File: src/ocfr_pkg.sv
package ocfr_pkg;

    // ------------------------------------------------------------
    // response setting layout
    // ------------------------------------------------------------
    localparam int ACT_MSB = 7;
    localparam int ACT_LSB = 6;
    localparam int RTY_MSB = 5;
    localparam int RTY_LSB = 3;
    localparam int DGL_MSB = 2;
    localparam int DGL_LSB = 0;

    // reset value of both response settings
    localparam logic [7:0] RSP_RESET = 8'h00;

    // action codes
    localparam logic [1:0] ACT_CONTINUE = 2'h0;
    localparam logic [1:0] ACT_DELAYED  = 2'h1;

    // register select on the write port
    localparam logic SEL_OC = 1'b0;
    localparam logic SEL_UC = 1'b1;

    // ------------------------------------------------------------
    // timing
    // ------------------------------------------------------------
    localparam int CLK_MHZ = 125;           // cycles per microsecond
    localparam int DGL1_US = 100;
    localparam int DGL2_US = 1000;
    localparam int DGL3_US = 5000;
    localparam int DGL4_US = 10000;
    localparam int DGL5_US = 20000;
    localparam int DGL6_US = 50000;
    localparam int DGL7_US = 100000;
    localparam int DGL_W   = 24;            // holds 100 ms of cycles

    // ------------------------------------------------------------
    // carriers
    // ------------------------------------------------------------
    typedef struct packed {
        logic [1:0] action;
        logic [2:0] restart;
        logic [2:0] deglitch;
    } ocfr_rsp_type;

    typedef struct packed {
        logic status_byte_bit;              // overcurrent in status byte
        logic status_word_bit;              // any current fault
        logic oc_bit;                       // output current register
        logic uc_bit;                       // output current register
    } ocfr_status_type;

endpackage : ocfr_pkg

File: src/ocfr_deglitch.sv
`timescale 1ns/10ps
module ocfr_deglitch
    import ocfr_pkg::*;
(
    input  wire logic             clk,      // core clock
    input  wire logic             rst,      // async reset, high
    input  wire logic             raw,      // fault from supervisor
    input  wire logic             bypass,   // no deglitch applied
    input  wire logic [DGL_W-1:0] limit,    // cycles to ignore fault
    output logic                  qual      // fault survived deglitch
);

    logic [DGL_W-1:0] cnt_q;
    logic [DGL_W-1:0] cnt_d;

    // count cycles of continuous fault; any gap restarts the wait
    always_comb begin
        cnt_d = cnt_q;
        if (!raw) begin
            cnt_d = '0;
        end else if (cnt_q < limit) begin
            cnt_d = cnt_q + 1'b1;
        end
    end

    always_ff @(posedge clk or posedge rst) begin
        if (rst) begin
            cnt_q <= '0;
        end else begin
            cnt_q <= cnt_d;
        end
    end

    // code zero passes the fault straight through
    assign qual = raw && (bypass || cnt_q >= limit);

endmodule : ocfr_deglitch

File: src/ocfr_top.sv
`timescale 1ns/10ps
module ocfr_top
    import ocfr_pkg::*;
#(
    parameter int DGL1_CYC = DGL1_US * CLK_MHZ,
    parameter int DGL2_CYC = DGL2_US * CLK_MHZ,
    parameter int DGL3_CYC = DGL3_US * CLK_MHZ,
    parameter int DGL4_CYC = DGL4_US * CLK_MHZ,
    parameter int DGL5_CYC = DGL5_US * CLK_MHZ,
    parameter int DGL6_CYC = DGL6_US * CLK_MHZ,
    parameter int DGL7_CYC = DGL7_US * CLK_MHZ
)(
    input  wire logic       clk,            // core clock, 125 MHz
    input  wire logic       rst,            // async reset, high
    input  wire logic       oc_raw,         // overcurrent detected
    input  wire logic       uc_raw,         // undercurrent detected
    input  wire logic       reg_wr,         // write strobe
    input  wire logic       reg_sel,        // 0 overcurrent, 1 under
    input  wire logic [7:0] reg_wdata,      // setting to write
    output logic      [7:0] oc_rsp_rdata,   // overcurrent setting
    output logic      [7:0] uc_rsp_rdata,   // undercurrent setting
    input  wire logic       control_on,     // pin and command say on
    input  wire logic       bias_ok,        // bias power present
    input  wire logic       other_fault,    // other fault shut down
    input  wire logic       seq_off_en,     // sequenced turn-off
    input  wire logic       toff_done,      // turn-off delay over
    input  wire logic       retry_tick,     // retry interval over
    input  wire logic [2:0] retry_limit,    // global retry count
    input  wire logic       clear_faults,   // clear status pulse
    output logic            chan_en,        // channel enabled
    output logic            seq_off_req,    // turn-off sequence busy
    output logic            fault_off,      // held off by this or another fault
    output ocfr_status_type status,         // status bits
    output logic            alert_n_output  // alert to host, low
);

    // ------------------------------------------------------------
    // response settings
    // ------------------------------------------------------------
    ocfr_rsp_type oc_rsp_q;
    ocfr_rsp_type oc_rsp_d;
    ocfr_rsp_type uc_rsp_q;
    ocfr_rsp_type uc_rsp_d;

    always_comb begin
        oc_rsp_d = oc_rsp_q;
        uc_rsp_d = uc_rsp_q;
        if (reg_wr && reg_sel == SEL_OC) begin
            oc_rsp_d = ocfr_rsp_type'(reg_wdata);
        end
        if (reg_wr && reg_sel == SEL_UC) begin
            uc_rsp_d = ocfr_rsp_type'(reg_wdata);
        end
    end

    always_ff @(posedge clk or posedge rst) begin
        if (rst) begin
            oc_rsp_q <= ocfr_rsp_type'(RSP_RESET);
            uc_rsp_q <= ocfr_rsp_type'(RSP_RESET);
        end else begin
            oc_rsp_q <= oc_rsp_d;
            uc_rsp_q <= uc_rsp_d;
        end
    end

    assign oc_rsp_rdata = oc_rsp_q;
    assign uc_rsp_rdata = uc_rsp_q;

    // ------------------------------------------------------------
    // deglitch
    // ------------------------------------------------------------
    // code to interval, in cycles
    function automatic logic [DGL_W-1:0] dgl_limit(input logic [2:0] code);
        case (code)
            3'h1:    dgl_limit = DGL_W'(DGL1_CYC);
            3'h2:    dgl_limit = DGL_W'(DGL2_CYC);
            3'h3:    dgl_limit = DGL_W'(DGL3_CYC);
            3'h4:    dgl_limit = DGL_W'(DGL4_CYC);
            3'h5:    dgl_limit = DGL_W'(DGL5_CYC);
            3'h6:    dgl_limit = DGL_W'(DGL6_CYC);
            3'h7:    dgl_limit = DGL_W'(DGL7_CYC);
            default: dgl_limit = '0;
        endcase
    endfunction : dgl_limit

    // action decode: fault that counts for this setting
    function automatic logic seen(input ocfr_rsp_type rsp,
                                  input logic raw, input logic qual);
        // immediate actions skip the deglitch wait
        if (rsp.action[1]) begin
            seen = raw;
        end else begin
            seen = qual;
        end
    endfunction : seen

    logic oc_qual;
    logic uc_qual;

    ocfr_deglitch u_oc_dgl (
        .clk    (clk),
        .rst    (rst),
        .raw    (oc_raw),
        .bypass (oc_rsp_q.deglitch == 3'h0),
        .limit  (dgl_limit(oc_rsp_q.deglitch)),
        .qual   (oc_qual)
    );

    ocfr_deglitch u_uc_dgl (
        .clk    (clk),
        .rst    (rst),
        .raw    (uc_raw),
        .bypass (uc_rsp_q.deglitch == 3'h0),
        .limit  (dgl_limit(uc_rsp_q.deglitch)),
        .qual   (uc_qual)
    );

    logic oc_seen;
    logic uc_seen;
    logic trip;

    assign oc_seen = seen(oc_rsp_q, oc_raw, oc_qual);
    assign uc_seen = seen(uc_rsp_q, uc_raw, uc_qual);
    // continue action never trips the channel, nor clamps it
    assign trip = (oc_seen && oc_rsp_q.action != ACT_CONTINUE) ||
                  (uc_seen && uc_rsp_q.action != ACT_CONTINUE);

    // ------------------------------------------------------------
    // status and alert
    // ------------------------------------------------------------
    logic oc_flag_q;
    logic oc_flag_d;
    logic uc_flag_q;
    logic uc_flag_d;
    logic alert_n_q;
    logic alert_n_d;

    // a fault in the clearing cycle still sets its flag
    always_comb begin
        oc_flag_d = (oc_flag_q && !clear_faults) || oc_seen;
        uc_flag_d = (uc_flag_q && !clear_faults) || uc_seen;
        alert_n_d = !(oc_flag_d || uc_flag_d);
    end

    always_ff @(posedge clk or posedge rst) begin
        if (rst) begin
            oc_flag_q <= 1'b0;
            uc_flag_q <= 1'b0;
            alert_n_q <= 1'b1;
        end else begin
            oc_flag_q <= oc_flag_d;
            uc_flag_q <= uc_flag_d;
            alert_n_q <= alert_n_d;
        end
    end

    assign status.status_byte_bit = oc_flag_q;
    assign status.status_word_bit = oc_flag_q || uc_flag_q;
    assign status.oc_bit          = oc_flag_q;
    assign status.uc_bit          = uc_flag_q;
    assign alert_n_output         = alert_n_q;

    // ------------------------------------------------------------
    // channel sequencing
    // ------------------------------------------------------------
    typedef enum logic [2:0] {
        ST_OFF,
        ST_ON,
        ST_SEQ_OFF,
        ST_RETRY_WAIT,
        ST_LATCHED
    } ocfr_state_type;

    ocfr_state_type state_q;
    ocfr_state_type state_d;
    logic [2:0]     oc_pol_q;               // policy taken at turn-on
    logic [2:0]     oc_pol_d;
    logic [2:0]     uc_pol_q;
    logic [2:0]     uc_pol_d;
    logic [2:0]     tries_q;
    logic [2:0]     tries_d;
    logic           cause_oc_q;             // which fault tripped
    logic           cause_oc_d;
    logic           may_retry;

    // policy of the fault that tripped, as frozen at turn-on
    assign may_retry = ((cause_oc_q ? oc_pol_q : uc_pol_q) != 3'h0) &&
                       (tries_q < retry_limit);

    always_comb begin
        state_d    = state_q;
        oc_pol_d   = oc_pol_q;
        uc_pol_d   = uc_pol_q;
        tries_d    = tries_q;
        cause_oc_d = cause_oc_q;
        // commanded off or bias loss ends any state and clears latch
        if (!control_on || !bias_ok) begin
            state_d = ST_OFF;
        end else begin
            case (state_q)
                ST_OFF: begin
                    // restart settings written since last turn-on apply here
                    oc_pol_d = oc_rsp_q.restart;
                    uc_pol_d = uc_rsp_q.restart;
                    tries_d  = 3'h0;
                    state_d  = ST_ON;
                end
                ST_ON: begin
                    if (other_fault) begin
                        state_d = ST_LATCHED;
                    end else if (trip) begin
                        cause_oc_d = oc_seen &&
                                     oc_rsp_q.action != ACT_CONTINUE;
                        state_d = seq_off_en ? ST_SEQ_OFF :
                                               ST_RETRY_WAIT;
                    end
                end
                ST_SEQ_OFF: begin
                    if (toff_done) begin
                        state_d = ST_RETRY_WAIT;
                    end
                end
                ST_RETRY_WAIT: begin
                    if (other_fault || !may_retry) begin
                        state_d = ST_LATCHED;
                    end else if (retry_tick) begin
                        tries_d = tries_q + 3'h1;
                        state_d = ST_ON;
                    end
                end
                ST_LATCHED: begin
                    state_d = ST_LATCHED;
                end
                default: begin
                    state_d = ST_OFF;
                end
            endcase
        end
    end

    always_ff @(posedge clk or posedge rst) begin
        if (rst) begin
            state_q    <= ST_OFF;
            oc_pol_q   <= 3'h0;
            uc_pol_q   <= 3'h0;
            tries_q    <= 3'h0;
            cause_oc_q <= 1'b0;
        end else begin
            state_q    <= state_d;
            oc_pol_q   <= oc_pol_d;
            uc_pol_q   <= uc_pol_d;
            tries_q    <= tries_d;
            cause_oc_q <= cause_oc_d;
        end
    end

    // ------------------------------------------------------------
    // channel outputs
    // ------------------------------------------------------------
    logic chan_en_q;
    logic chan_en_d;
    logic seq_q;
    logic seq_d;
    logic foff_q;
    logic foff_d;

    // registered so the channel pins never glitch on decode
    always_comb begin
        chan_en_d = state_d == ST_ON || state_d == ST_SEQ_OFF;
        seq_d     = state_d == ST_SEQ_OFF;
        foff_d    = state_d == ST_RETRY_WAIT ||
                    state_d == ST_LATCHED;
    end

    always_ff @(posedge clk or posedge rst) begin
        if (rst) begin
            chan_en_q <= 1'b0;
            seq_q     <= 1'b0;
            foff_q    <= 1'b0;
        end else begin
            chan_en_q <= chan_en_d;
            seq_q     <= seq_d;
            foff_q    <= foff_d;
        end
    end

    assign chan_en     = chan_en_q;
    assign seq_off_req = seq_q;
    assign fault_off   = foff_q;

endmodule : ocfr_top

File: config.mk
export PLATFORM = sky130hd
export DESIGN_NAME = ocfr_top
export DESIGN_NICKNAME = d
export VERILOG_FILES = /design/src/ocfr_pkg.sv /design/src/ocfr_deglitch.sv /design/src/ocfr_top.sv
export SDC_FILE = /design/constraint.sdc
export NUM_CORES = 1
export LEC_CHECK = 0
export BUFFER_PORTS_ARGS = -buffer_cell sky130_fd_sc_hd__buf_2
export CORE_MARGIN = 2
export CORE_UTILIZATION = 55
export DETAILED_ROUTE_END_ITERATION = 6
export GPL_TIMING_DRIVEN = 0
export PLACE_DENSITY = 0.77
export SLEW_MARGIN = 20
export SYNTH_ARGS = -nofsm -noshare
export SYNTH_HDL_FRONTEND = slang
export SYNTH_SLANG_ARGS = --single-unit
File: constraint.sdc
create_clock -name clk -period 2.6 [get_ports clk]
set_input_delay 0.13 -clock clk [delete_from_list [all_inputs] [get_ports clk]]
set_output_delay 0.13 -clock clk [all_outputs]
set_load 0.02 [all_outputs]
==> summary.md <==
| Metric | Value |
|---|---|
| Status | finished, violations left |
| Failing checks | setup timing |
| Starting density of the core | ~56% |
| Die Ht | 103 um |
| Min Tclk post-route | 3.13 ns |
| Min-Delay Path Class | input port to flip-flop |
| Mapped Area | roughly 5400 sq um |
| Iteration-0 DRC Markers | ~360 |
| Fraction of layout instances using a drive strength above 1 | approximately 34% |
| Predominant post-synthesis flop cell | dfrtp_1 |
| Util after Layout | between 70 and 80% |
| ANT cells | 0 |
| Crit-path max cell delay | between 0.4 and 0.5 ns |
| Flop2flop setup slack | -0.53 ns |
| Clock sink count | 83 |
| Adder-Cell Fraction of Synth Area | 11.8% |
| Internal power | around 0.0024 W |
| Largest family of logic cells by synthesized area | simple AND/OR/NAND/NOR gates |
| Worst Path Max Fanout | 7 |
| Setup crit end | u_oc_dgl.cnt_q[15] |
| R2r startpoint | oc_rsp_rdata[2] |
| Worst-skew pair later-pin latency | ~0.37 ns |
| Synth Area in Compound Gates | under 10% |
| Critical-path cell with the highest stage delay | dfrtp_2 |
| Setup violators final | 56 |
| Root buffer cell | clkbuf_8 |
| Vias in the first global route | between 4000 and 5000 |
| Cell count after synthesis | 600 |
| Total wire length | roughly 17 mm |
| Switching power | 0.00122 W |
| Post-DRT Antenna Nets | 0 |
| Worst rel slew slack | about 42% |
| Combinational power share | a little under a third |
| CTS tree | built |
| Sequential power share | between 30% and 40% |
| CP Launch Point | oc_rsp_rdata[2] |
| Final Net Count | 785 |
| Pre-antenna DRT Iters | 5 |
| Reported max-cap violation count | 0 |
| Power share of the clock group | approximately 30% |
| Worst endpoint required time | around 2.9 ns |
| Ys async rst share | 100% |
| Detailed placement HPWL | 9.43 mm |
| Drt wl/cell | approximately 20 um |
| Ys Warns | 0 |
| Sw Ratio | between 30% and 40% |
| Placement row count | 36 |
| Clk buf depth | 2 |
| CP Cell Sequence | buf_8, buf_4, o21ai_0, ha_1, a21oi_1, o21ai_1, o211ai_1, nand4_1, buf_6, clkbuf_16, nor4b_4, xnor2_1, nor2_1 |
| Multiplexer share of the synthesized area | ~4.6% |
| Syn-to-layout area delta | 36.0% |
| Critical path endpoint category | flip-flop |
| Drt via density | 6.16 |
| Full die area | 10600 sq um |
| Commonest non-fill, non-tap cell in the layout | dfrtp_1 |
| Post-synthesis sequential area ratio | 38.5% |
| First-pass GRT wire length | 23.0 mm |
| Congestion Overflow GR | 0 |
| Worst-path clk slew | roughly 0.090 ns |
| Post-synthesis xor/xnor area fraction | slightly above 7% |
| Filler instances | just under 600 |
| Total core area | between 9000 and 10000 sq um |
| Power Dens Cells | 495 nW/um^2 |
| Fmax | around 0.32 GHz |
| Hold WS | 0.0107 ns |
| Hold Vio Cnt, Final | 0 |
| Worst Tran Pin Value | approximately 0.87 ns |
| Syn avg cell area | approximately 9 sq um |
| DRC | 0 |
| Reg2reg path depth | 13 |
| Worst setup margin | -0.528 ns |
| LEAKAGE | ~3.3 nW |
| IO Port Bufs | 47 |
| Pin count of the biggest net entering global routing | between 40 and 50 |
| Via count | 5224 |
| CTS HTree Levels | 3 |
| Area share of and/or/nand/nor cells after synthesis | between 20% and 30% |
| Crit Reg-Reg Endpoint | u_oc_dgl.cnt_q[15] |
| Post-route clock period utilization | 120% |
| Register area | about 2100 sq um |
| RSZ-0062 raised after global routing | yes |
| Critical path class | flip-flop to flip-flop |
| Most frequent cells in the layout | dfrtp_1 (76), nand2_1 (62), nor2_1 (59), buf_2 (47), ha_1 (45) |
| Max Clock Skew | 0.0104 ns |
| Antenna violations before repair | 0 |
| Area of the multi-input gates | approximately 3800 sq um |
| Die span in x | roughly 100 um |
| Total CTS buffers | 9 |
| Crit path DAT | roughly 3.4 ns |
| Synth Register Bits | a little over 80 |
| Startpoint Class | flip-flop |
| Number of synthesized flops with an enable pin | 0 |
| Synth cell types | between 40 and 50 |
| GP Congestion | roughly 0.95 |
| GRT Overall Usage | roughly 28% |
| Post-synth net total | a little under 700 |
| Final Max Slew Viols | 0 |
| Worst vdd ir | ~0.00023 V |
| IO Pins | 48 |
## critical path, delay by kind of cell, from the launching register on
kind	cells	cell delay (ns)
xor gates and xnor gates	1	0.17
buffers and inverters	4	0.66
AOI/OAI and AO/OA	4	0.89
and+or+nand+nor	3	0.53
DFF	1	0.44
adders and majority gates	1	0.31
## worst min path at each step
stage,start,end,cells past startpoint
4_1_cts,reg_wdata[0],oc_rsp_rdata[0],3
2_1_floorplan,reg_wdata[0],oc_rsp_rdata[0],2
3_5_place_dp,rst,u_uc_dgl.cnt_q[5],2
6_report,reg_wdata[0],oc_rsp_rdata[0],3
5_1_grt,reg_wdata[0],oc_rsp_rdata[0],3
3_3_place_gp,reg_wdata[7],oc_rsp_rdata[7],3
## state kept, by name, indices dropped and copies added (netlist names)
name and flops:
oc_flag_q 1, uc_rsp_rdata 8, oc_rsp_rdata 8, oc_pol_q 3, alert_n_output 1, uc_flag_q 1, u_uc_dgl.cnt_q 24, chan_en 1
cause_oc_q 1, u_oc_dgl.cnt_q 24, state_q 3, seq_off_req 1, fault_off 1, uc_pol_q 3, tries_q 3
## final cells by class
class                   count  area share, %
multi-input cells         463           51.5
plain buffers              21           2.71
inverters                  32           1.86
flip-flops and latches     83           28.4
clock buffers              11           1.92
clock inverters             5           1.16
well taps                 133           2.26
repair buffers            100           10.2
## layer usage
layer  global-route usage, %  wire [um]  up-vias
met3                    4.88       1110       98
met4                    12.8        940        0
li1                        -          -     2302
met1                    34.6       6560     2526
met2                    47.9       8290      298
met5                       0          0        -
## cells in the mapped netlist (all sizes together), types with 7 or more instances
cell type	instances	area share [%]
a21oi	26	2.4
clkbuf	17	1.2
dfrtp	82	38
ha	51	12
inv	32	2.2
mux2	15	3.1
mux2i	8	1.5
nand2	69	4.8
nand2b	15	1.7
nand3	21	1.9
nand4	15	1.7
nor2	70	4.9
nor3	22	2.0
nor4	16	2.7
o21ai	27	2.5
or2	7	0.81
xnor2	42	6.8
## cells by family after synthesis
group | after synthesis
buf+inv | 54
compound gates | 80
fa+ha+maj | 51
mux | 23
flops | 83
xor+xnor | 44
simple gates | 265
## power by group through the flow
| stage | registers, W | clock network [W] | logic [W] |
|---|---|---|---|
| 6_report | 0.00145 | 0.00108 | 0.00111 |
| 3_5_place_dp | 0.00147 | 0 | 0.000731 |
| 2_1_floorplan | 0.00150 | 0 | 0.000485 |
| 3_3_place_gp | 0.00147 | 0 | 0.000700 |
| 4_1_cts | 0.00144 | 0.00108 | 0.000890 |
| 5_1_grt | 0.00146 | 0.00113 | 0.00118 |
## per-stage QoR
stage	total power [W]	area, sq um	TNS [ns]	instances	worst slack, ns
global placement	0.00217	5930	-69.05	780	-0.887
detailed placement	0.00220	5950	-18.04	781	-0.553
CTS	0.00341	6770	-2.50	828	-0.131
floorplan	0.00199	5530	-0.0613	600	-0.0390
finish	0.00364	7350	-14.49	848	-0.528
global route	0.00377	7350	-20.25	848	-0.632
## repair_timing
action | 4_1_cts | 5_1_grt
endpoints found under the hold margin | 42 | 0
setup buffers | 24 | 18
cloned | 1 | 3
pin swaps | 27 | 71
resized for setup | 71 | 82
endpoints found under the setup margin | 57 | 57
hold buffers | 6 | 0
Note: power is estimated with default switching activity, not from simulation.
